$ cat src/hdl/fan_loop_consts.vh
/*
 fan loop constants: register offsets, reset values, field positions.
 assumes inclusion by the single fan loop register bank module.
*/
// Behaviour
// - low range nibble sets second thermistor ramp
// - high range nibble sets first thermistor ramp
// - remote/local low nibble sets local ramp
// - remote/local high nibble sets remote ramp
// - range codes map to sixteen ramp widths
// - thermistor hysteresis nibbles, one degree steps
// - remote/local hysteresis nibbles, one degree steps
// - start-up level for two tach periods
// - never below minimum level after spin-up unless the ceiling is set lower
// - automatic mode caps drive at ceiling except during spin-up and in fault mode; spin-up exit loads the minimum level, uncapped until stepped down
// - quiet step fields bound duty change
// - quiet limiting enabled per fan bits
// - fault mode step per fan field
// - fault register top bits ignored, read zero
// - power-up defaults per register
// - ramp starts above minimum temperature
`ifndef FAN_LOOP_CONSTS_VH
`define FAN_LOOP_CONSTS_VH
`define ADDR_THERM_RANGE 8'h2c
`define ADDR_RL_RANGE 8'h2d
`define ADDR_THERM_HYST 8'h2e
`define ADDR_RL_HYST 8'h2f
`define ADDR_START1 8'h30
`define ADDR_START2 8'h31
`define ADDR_MIN1 8'h32
`define ADDR_MIN2 8'h33
`define ADDR_CEIL1 8'h34
`define ADDR_CEIL2 8'h35
`define ADDR_QUIET 8'h36
`define ADDR_FAULT 8'h37
`define RST_RANGE 8'hcc
`define RST_HYST 8'h44
`define RST_START 8'h80
`define RST_MIN 8'h60
`define RST_CEIL 8'h20
`define RST_QUIET 8'h3f
`define RST_FAULT 8'h3f
`define FAULT_MASK 8'h3f
`define QUIET_EN1_BIT 6
`define QUIET_EN2_BIT 7
`define START_TACH_PERIODS 2'h2
`define FULL_DRIVE 8'hff
`endif

$ cat src/hdl/auto_fan_control_params.v
/*
 register bank and per-fan automatic drive loop for two fans.
 assumes a synchronous byte register port, tach pulses as one-cycle
 strobes, and per-source temperatures that fanSource1/fanSource2 select per fan here.
*/
`timescale 1ns/1ps
`include "fan_loop_consts.vh"
module auto_fan_control_params (
   input wire ref_clk,
   input wire rst,
   input wire regWrite,
   input wire regRead,
   input wire [7:0] regAddr,
   input wire [7:0] regWdata,
   output reg [7:0] regRdata,
   input wire stepEn,
   input wire [1:0] fanSource1,
   input wire [1:0] fanSource2,
   input wire [7:0] srcTemp0,
   input wire [7:0] srcTemp1,
   input wire [7:0] srcTemp2,
   input wire [7:0] srcTemp3,
   input wire [7:0] srcStart0,
   input wire [7:0] srcStart1,
   input wire [7:0] srcStart2,
   input wire [7:0] srcStart3,
   input wire autoMode,
   input wire faultMode,
   input wire tach1,
   input wire tach2,
   output reg [7:0] fanOutputOne,
   output reg [7:0] fanOutputTwo,
   output reg fanStarting1,
   output reg fanStarting2
);
   reg [7:0] thermRange_q, rlRange_q, thermHyst_q, rlHyst_q;
   reg [7:0] start1_q, start2_q, min1_q, min2_q, ceil1_q, ceil2_q, quiet_q, fault_q;
   reg on1_q, on2_q;
   reg [1:0] spin1_q, spin2_q;
   wire [7:0] tgt1, tgt2;
   wire wantOn1, wantOn2, keepOn1, keepOn2;

   // ramp width in 1/3 degree units: 2,2.67,3.33,...,80
   function [7:0] rampThirds;
      input [3:0] code;
      begin
         case (code)
            4'h0: rampThirds = 8'h06;
            4'h1: rampThirds = 8'h08;
            4'h2: rampThirds = 8'h0a;
            4'h3: rampThirds = 8'h0c;
            4'h4: rampThirds = 8'h0f;
            4'h5: rampThirds = 8'h14;
            4'h6: rampThirds = 8'h18;
            4'h7: rampThirds = 8'h1e;
            4'h8: rampThirds = 8'h28;
            4'h9: rampThirds = 8'h30;
            4'ha: rampThirds = 8'h3c;
            4'hb: rampThirds = 8'h50;
            4'hc: rampThirds = 8'h60;
            4'hd: rampThirds = 8'h78;
            4'he: rampThirds = 8'ha0;
            default: rampThirds = 8'hf0;
         endcase
      end
   endfunction

   // step code to duty change
   function [7:0] stepSize;
      input [2:0] code;
      begin
         case (code)
            3'h0: stepSize = 8'h01;
            3'h1: stepSize = 8'h02;
            3'h2: stepSize = 8'h03;
            3'h3: stepSize = 8'h05;
            3'h4: stepSize = 8'h08;
            3'h5: stepSize = 8'h0c;
            3'h6: stepSize = 8'h18;
            default: stepSize = 8'h30;
         endcase
      end
   endfunction

   // source select: 0 first therm/remote2, 1 second therm, 2 remote, 3 local
   function [3:0] rangeCode;
      input [1:0] src;
      input [7:0] tr;
      input [7:0] rl;
      begin
         case (src)
            2'h0: rangeCode = tr[7:4];
            2'h1: rangeCode = tr[3:0];
            2'h2: rangeCode = rl[7:4];
            default: rangeCode = rl[3:0];
         endcase
      end
   endfunction

   function [3:0] hystCode;
      input [1:0] src;
      input [7:0] th;
      input [7:0] rh;
      begin
         case (src)
            2'h0: hystCode = th[7:4];
            2'h1: hystCode = th[3:0];
            2'h2: hystCode = rh[7:4];
            default: hystCode = rh[3:0];
         endcase
      end
   endfunction

   function [7:0] pick;
      input [1:0] src;
      input [7:0] a, b, c, d;
      begin
         case (src)
            2'h0: pick = a;
            2'h1: pick = b;
            2'h2: pick = c;
            default: pick = d;
         endcase
      end
   endfunction

   // linear ramp from min level to full drive across the range
   function [7:0] rampTarget;
      input [7:0] temp, ramp_start_temperature, minLvl, ceil;
      input [3:0] rcode;
      reg [8:0] above;
      reg [7:0] width;
      reg [17:0] prod;
      reg [8:0] lvl;
      reg [17:0] quo;
      begin
         above = {1'b0, temp} - {1'b0, ramp_start_temperature};
         width = rampThirds(rcode);
         prod = 18'h0;
         quo = 18'h0;
         lvl = {1'b0, `FULL_DRIVE};
         if (temp > ramp_start_temperature) begin
            prod = {10'h0, above[7:0]} * 18'h00003 * {10'h0, `FULL_DRIVE - minLvl};
            if ({2'b0, above[7:0]} * 10'h003 < {2'b0, width}) begin
               quo = prod / {10'h0, width};
               lvl = {1'b0, minLvl} + quo[8:0];
            end
         end else begin
            lvl = {1'b0, minLvl};
         end
         if (lvl[7:0] > ceil) begin
            rampTarget = ceil;
         end else begin
            rampTarget = lvl[7:0];
         end
      end
   endfunction

   // move current drive toward target by at most one step when limit is set, else straight to target
   function [7:0] slew;
      input [7:0] cur, tgt, step;
      input limit;
      begin
         if (!limit) begin
            slew = tgt;
         end else if (tgt > cur) begin
            slew = (tgt - cur > step) ? cur + step : tgt;
         end else begin
            slew = (cur - tgt > step) ? cur - step : tgt;
         end
      end
   endfunction

   assign tgt1 = rampTarget(pick(fanSource1, srcTemp0, srcTemp1, srcTemp2, srcTemp3),
      pick(fanSource1, srcStart0, srcStart1, srcStart2, srcStart3), min1_q, ceil1_q,
      rangeCode(fanSource1, thermRange_q, rlRange_q));
   assign tgt2 = rampTarget(pick(fanSource2, srcTemp0, srcTemp1, srcTemp2, srcTemp3),
      pick(fanSource2, srcStart0, srcStart1, srcStart2, srcStart3), min2_q, ceil2_q,
      rangeCode(fanSource2, thermRange_q, rlRange_q));
   assign wantOn1 = pick(fanSource1, srcTemp0, srcTemp1, srcTemp2, srcTemp3)
      > pick(fanSource1, srcStart0, srcStart1, srcStart2, srcStart3);
   assign wantOn2 = pick(fanSource2, srcTemp0, srcTemp1, srcTemp2, srcTemp3)
      > pick(fanSource2, srcStart0, srcStart1, srcStart2, srcStart3);
   // sum form: no wrap when start is below hysteresis
   assign keepOn1 = {2'b0, pick(fanSource1, srcTemp0, srcTemp1, srcTemp2, srcTemp3)} + 10'h001
      + {6'h0, hystCode(fanSource1, thermHyst_q, rlHyst_q)}
      > {2'b0, pick(fanSource1, srcStart0, srcStart1, srcStart2, srcStart3)};
   assign keepOn2 = {2'b0, pick(fanSource2, srcTemp0, srcTemp1, srcTemp2, srcTemp3)} + 10'h001
      + {6'h0, hystCode(fanSource2, thermHyst_q, rlHyst_q)}
      > {2'b0, pick(fanSource2, srcStart0, srcStart1, srcStart2, srcStart3)};

   // register writes
   always @(posedge ref_clk or posedge rst) begin
      if (rst) begin
         thermRange_q <= `RST_RANGE;
         rlRange_q <= `RST_RANGE;
         thermHyst_q <= `RST_HYST;
         rlHyst_q <= `RST_HYST;
         start1_q <= `RST_START;
         start2_q <= `RST_START;
         min1_q <= `RST_MIN;
         min2_q <= `RST_MIN;
         ceil1_q <= `RST_CEIL;
         ceil2_q <= `RST_CEIL;
         quiet_q <= `RST_QUIET;
         fault_q <= `RST_FAULT;
      end else if (regWrite) begin
         if (regAddr == `ADDR_THERM_RANGE) begin
            thermRange_q <= regWdata;
         end else if (regAddr == `ADDR_RL_RANGE) begin
            rlRange_q <= regWdata;
         end else if (regAddr == `ADDR_THERM_HYST) begin
            thermHyst_q <= regWdata;
         end else if (regAddr == `ADDR_RL_HYST) begin
            rlHyst_q <= regWdata;
         end else if (regAddr == `ADDR_START1) begin
            start1_q <= regWdata;
         end else if (regAddr == `ADDR_START2) begin
            start2_q <= regWdata;
         end else if (regAddr == `ADDR_MIN1) begin
            min1_q <= regWdata;
         end else if (regAddr == `ADDR_MIN2) begin
            min2_q <= regWdata;
         end else if (regAddr == `ADDR_CEIL1) begin
            ceil1_q <= regWdata;
         end else if (regAddr == `ADDR_CEIL2) begin
            ceil2_q <= regWdata;
         end else if (regAddr == `ADDR_QUIET) begin
            quiet_q <= regWdata;
         end else if (regAddr == `ADDR_FAULT) begin
            fault_q <= regWdata & `FAULT_MASK;
         end
      end
   end

   // register read, registered one cycle
   always @(posedge ref_clk or posedge rst) begin
      if (rst) begin
         regRdata <= 8'h00;
      end else if (regRead) begin
         if (regAddr == `ADDR_THERM_RANGE) begin
            regRdata <= thermRange_q;
         end else if (regAddr == `ADDR_RL_RANGE) begin
            regRdata <= rlRange_q;
         end else if (regAddr == `ADDR_THERM_HYST) begin
            regRdata <= thermHyst_q;
         end else if (regAddr == `ADDR_RL_HYST) begin
            regRdata <= rlHyst_q;
         end else if (regAddr == `ADDR_START1) begin
            regRdata <= start1_q;
         end else if (regAddr == `ADDR_START2) begin
            regRdata <= start2_q;
         end else if (regAddr == `ADDR_MIN1) begin
            regRdata <= min1_q;
         end else if (regAddr == `ADDR_MIN2) begin
            regRdata <= min2_q;
         end else if (regAddr == `ADDR_CEIL1) begin
            regRdata <= ceil1_q;
         end else if (regAddr == `ADDR_CEIL2) begin
            regRdata <= ceil2_q;
         end else if (regAddr == `ADDR_QUIET) begin
            regRdata <= quiet_q;
         end else if (regAddr == `ADDR_FAULT) begin
            regRdata <= fault_q & `FAULT_MASK;
         end else begin
            regRdata <= 8'h00;
         end
      end
   end

   // fan 1 drive: off, spin-up, run
   always @(posedge ref_clk or posedge rst) begin
      if (rst) begin
         on1_q <= 1'b0;
         spin1_q <= 2'h0;
         fanStarting1 <= 1'b0;
         fanOutputOne <= 8'h00;
      end else if (!on1_q) begin
         fanOutputOne <= 8'h00;
         if (autoMode && wantOn1) begin
            on1_q <= 1'b1;
            spin1_q <= 2'h0;
            fanStarting1 <= 1'b1;
            fanOutputOne <= start1_q;
         end
      end else if (fanStarting1) begin
         if (tach1) begin
            spin1_q <= spin1_q + 2'h1;
            if (spin1_q + 2'h1 == `START_TACH_PERIODS) begin
               fanStarting1 <= 1'b0;
               fanOutputOne <= min1_q;
            end
         end
      end else if (!autoMode || !keepOn1) begin
         on1_q <= 1'b0;
         fanOutputOne <= 8'h00;
      end else if (stepEn) begin
         if (faultMode) begin
            fanOutputOne <= slew(fanOutputOne, `FULL_DRIVE, stepSize(fault_q[2:0]), 1'b1);
         end else begin
            fanOutputOne <= slew(fanOutputOne, tgt1, stepSize(quiet_q[2:0]),
               quiet_q[`QUIET_EN1_BIT]);
         end
      end
   end

   // fan 2 drive
   always @(posedge ref_clk or posedge rst) begin
      if (rst) begin
         on2_q <= 1'b0;
         spin2_q <= 2'h0;
         fanStarting2 <= 1'b0;
         fanOutputTwo <= 8'h00;
      end else if (!on2_q) begin
         fanOutputTwo <= 8'h00;
         if (autoMode && wantOn2) begin
            on2_q <= 1'b1;
            spin2_q <= 2'h0;
            fanStarting2 <= 1'b1;
            fanOutputTwo <= start2_q;
         end
      end else if (fanStarting2) begin
         if (tach2) begin
            spin2_q <= spin2_q + 2'h1;
            if (spin2_q + 2'h1 == `START_TACH_PERIODS) begin
               fanStarting2 <= 1'b0;
               fanOutputTwo <= min2_q;
            end
         end
      end else if (!autoMode || !keepOn2) begin
         on2_q <= 1'b0;
         fanOutputTwo <= 8'h00;
      end else if (stepEn) begin
         if (faultMode) begin
            fanOutputTwo <= slew(fanOutputTwo, `FULL_DRIVE, stepSize(fault_q[5:3]), 1'b1);
         end else begin
            fanOutputTwo <= slew(fanOutputTwo, tgt2, stepSize(quiet_q[5:3]),
               quiet_q[`QUIET_EN2_BIT]);
         end
      end
   end
endmodule

$ cat config.mk
export PLATFORM = sky130hd
export DESIGN_NAME = auto_fan_control_params
export DESIGN_NICKNAME = d
export VERILOG_FILES = /design/src/hdl/auto_fan_control_params.v
export VERILOG_INCLUDE_DIRS = /design/src /design/src/hdl
export SDC_FILE = /design/constraint.sdc
export NUM_CORES = 2
export LEC_CHECK = 0
export BUFFER_PORTS_ARGS = -buffer_cell sky130_fd_sc_hd__buf_2
export CAP_MARGIN = 20
export CORE_MARGIN = 1.5
export CORE_UTILIZATION = 25
export DETAILED_ROUTE_END_ITERATION = 8
export PLACE_DENSITY = 0.48
export SYNTH_ARGS = -nofsm -noshare
export SYNTH_HDL_FRONTEND = slang
export SYNTH_SLANG_ARGS = --single-unit
$ cat constraint.sdc
create_clock -name ref_clk -period 60.3 [get_ports ref_clk]
set_input_delay 12.06 -clock ref_clk [delete_from_list [all_inputs] [get_ports ref_clk]]
set_output_delay 12.06 -clock ref_clk [all_outputs]
set_load 0.01 [all_outputs]
==> flow_summary.toml <==
[clocking]
ctsRootBufferMaster = "clkbuf_16"
hold_buffers = 0
cts_tree = "done"
clk_pin_slew_ns = 0.05
cts_inserted_buffers = 17
cts.sinks = 126
cts.htree.levels = 4
insertion_delay_ns = 0.43
clockBufferDepth = 2

[grt]
grt_pass1_vias = 32500
grt_pass1_wl_mm = 185
grt_max_degree = 74
antenna_found_initial = 12
overflow = 0
grt_util_all_layers_pct = 16.7

[floorplanning]
fp.dieW_um = 372
num_rows = 135
start_util_pct = 25.2
fp.coreArea_um2 = 135000
io_pins = 119
fp.dieH_um = 372
die_area_um2 = 139000

[timing]
hold_viol = 0
setup_viol = 0
timing.fmax_ghz = 0.0174
max_slew_margin_pct = 32.5
period_needed_ns = 57.54
tightest_slew_ns = 1.01
maxSlewViolCount = 0
finalCritPeriodShare_pct = 95.4
clock-skew-final_ns = 0.0102

[synth]
synth_flop_cell = "dfrtp_1"
async_flop_share_pct = 100
syn-instance-count = 4293
synth_cell_type_count = 120
avgSynthCellArea_um2 = 7.94
netlist_area_um2 = 34100
syn_nets = 5041
synth-seq-cells = 126
synth_warnings = 0
synth_edf_count = 0
seq_area_frac_synth_pct = 9.37

[finish]
layout_commonest_cell = "ha_1"
layout.nets = 5564
layout_common_cells = "537 x ha_1, 498 x buf_4, 384 x nor2_1"
final_cells = 6615
syn2layout_area_growth_pct = 22.9
drive_gt1_share_pct = 24.4

[setup_path]
slowest_stage = "mux4_2"
max_stage_delay_ns = 0.59
start_kind = "input pin"
cp.arrival_ns = 57.88
crit_required_ns = 60.64
crit_path_end_kind = "flip-flop"
critPathMaxFanout = 13
crit_path_frequent_cell = "o21a_1"
crit_type = "in -> reg"

[status]
outcome = "complete, no violations"

[placement]
gp_congestion = 0.895
io_buffers = 118
place_inst = 6502
dp_hpwl_mm = 96.9

[routing]
drt_iter0_markers = 2006
via_count = 33700
vias_per_cell = 5.10
final_antenna_net_count = 0
firstDrtPassIters = 6
routed_wirelength_mm = 119
drc = 0
wl_per_cell_um = 18.0

[flow_run]
maxCapViolCount = 0

[hold_path]
hp-class = "reg -> reg"
Yosys cell counts (all sizes together), types with 34 or more instances:
cell type	instances	area share, %
or2	53	0.97
o31ai	52	1.2
dfrtp	94	6.9
nor2b	81	1.5
inv	369	4.1
clkbuf	97	1.1
a21oi	278	4.2
mux2	122	4.0
a221oi	34	0.87
nor3	171	2.7
o21a	168	3.7
and2	41	0.76
o21ai	252	3.7
nand2	283	3.1
o211ai	52	1.2
nand3	64	0.94
xnor2	128	3.3
nor2	412	4.6
mux2i	49	1.4
xor2	84	2.2
a21o	106	2.3
nand4	37	0.68
ha	543	20
nand2b	67	1.2
fa	112	6.6
mux4	61	4.0
sequential cells by signal (all words and copies together) (netlist names):
name and cells:
on2_q 1, spin2_q 2, on1_q 1, regRdata 8, start1_q 8, fault_q 6, fanStarting2 1, thermRange_q 8
fanOutputOne 8, min1_q 8, rlHyst_q 8, fanStarting1 1, thermHyst_q 8, min2_q 8, ceil2_q 8, spin1_q 2
ceil1_q 8, quiet_q 8, start2_q 8, rlRange_q 8, fanOutputTwo 8
final cells by class:
| class | instances | area [µm²] |
|---|---|---|
| sequential | 126 | 3190 |
| inverter | 371 | 1400 |
| timing repair buffer | 627 | 4460 |
| tap | 1781 | 2230 |
| antenna | 5 | 12.5 |
| clock buffer | 20 | 437 |
| multi-input combinational | 3673 | 30000 |
| fill | 14500 | 93400 |
| clock inverter | 12 | 121 |
logic make-up (layout without fill, tap and decap cells):
family,count (synthesis),in the layout,share of synthesized area [%]
xor gates and xnor gates,212,212,5.45
other,0,5,0
DFF,126,126,9.37
adders and majority gates,660,660,26.7
AOI/OAI and AO/OA,1236,1237,24.4
and+or+nand+nor,1330,1332,19.0
buffers and inverters,497,1030,5.61
muxes,232,232,9.51
worst max-delay path, delay by kind of cell:
family                     cells  cell delay, ns
adders and majority gates     31            9.94
buffers and inverters         16            1.76
AOI/OAI and AO/OA            138           24.26
and+or+nand+nor               52            7.42
xor gates and xnor gates       3            0.53
muxes                          5            1.89
repair_timing:
action | CTS | global route
pin swaps | 1 | 97
gates cloned | 0 | 4
resized for setup | 6 | 278
setup buffers | 3 | 67
endpoints found under the setup margin | 8 | 16
stage by stage:
step                      worst slack (ns)  hold WS (ns)  util [%]  setup TNS (ns)  instance area (µm²)
after global routing                -0.156         0.551      30.9           -1.61                41900
after global placement             -0.0443         0.487      29.3         -0.0925                39700
after detailed placement            -0.904         0.500      29.3           -6.47                39700
final                                 2.76         0.508      31.0               0                41900
after CTS                           0.0762         0.510      29.8               0                40300
after floorplan                      0.191         0.456         -               0                34100
final timing paths:
| check | from | end | slack, ns | cells after the start |
|---|---|---|---|---|
| worst min-delay path | spin1_q[0]$_DFFE_PP0P_ | spin1_q[0]$_DFFE_PP0P_ | 0.51 | 1 |
| max in group asynchronous | rst | min2_q[1]$_DFFE_PP0P_ | 47.11 | 3 |
| min in group asynchronous | rst | quiet_q[6]$_DFFE_PP0P_ | 11.89 | 2 |
| worst min register to register | spin1_q[0]$_DFFE_PP0P_ | spin1_q[0]$_DFFE_PP0P_ | 0.51 | 1 |
| worst max-delay path | fanSource2[0] | fanOutputTwo[5]$_DFFE_PP0P_ | 2.76 | 245 |
| worst max register to register | min2_q[4]$_DFFE_PP0P_ | fanOutputTwo[5]$_DFFE_PP0P_ | 16.37 | 233 |
per-layer routing:
| layer | vias up | track usage (%) | share of wire, % |
|---|---|---|---|
| met1 | 16200 | 24.1 | 49 |
| met5 | - | 0 | 0.042 |
| li1 | 16700 | - | - |
| met2 | 693 | 27.6 | 45 |
| met4 | 8 | 2.20 | 1.1 |
| met3 | 90 | 1.25 | 4.0 |
Power is left out: the tool's default activity adds up to more than one toggle a clock period on the data nets, which glitch-free logic cannot reach.
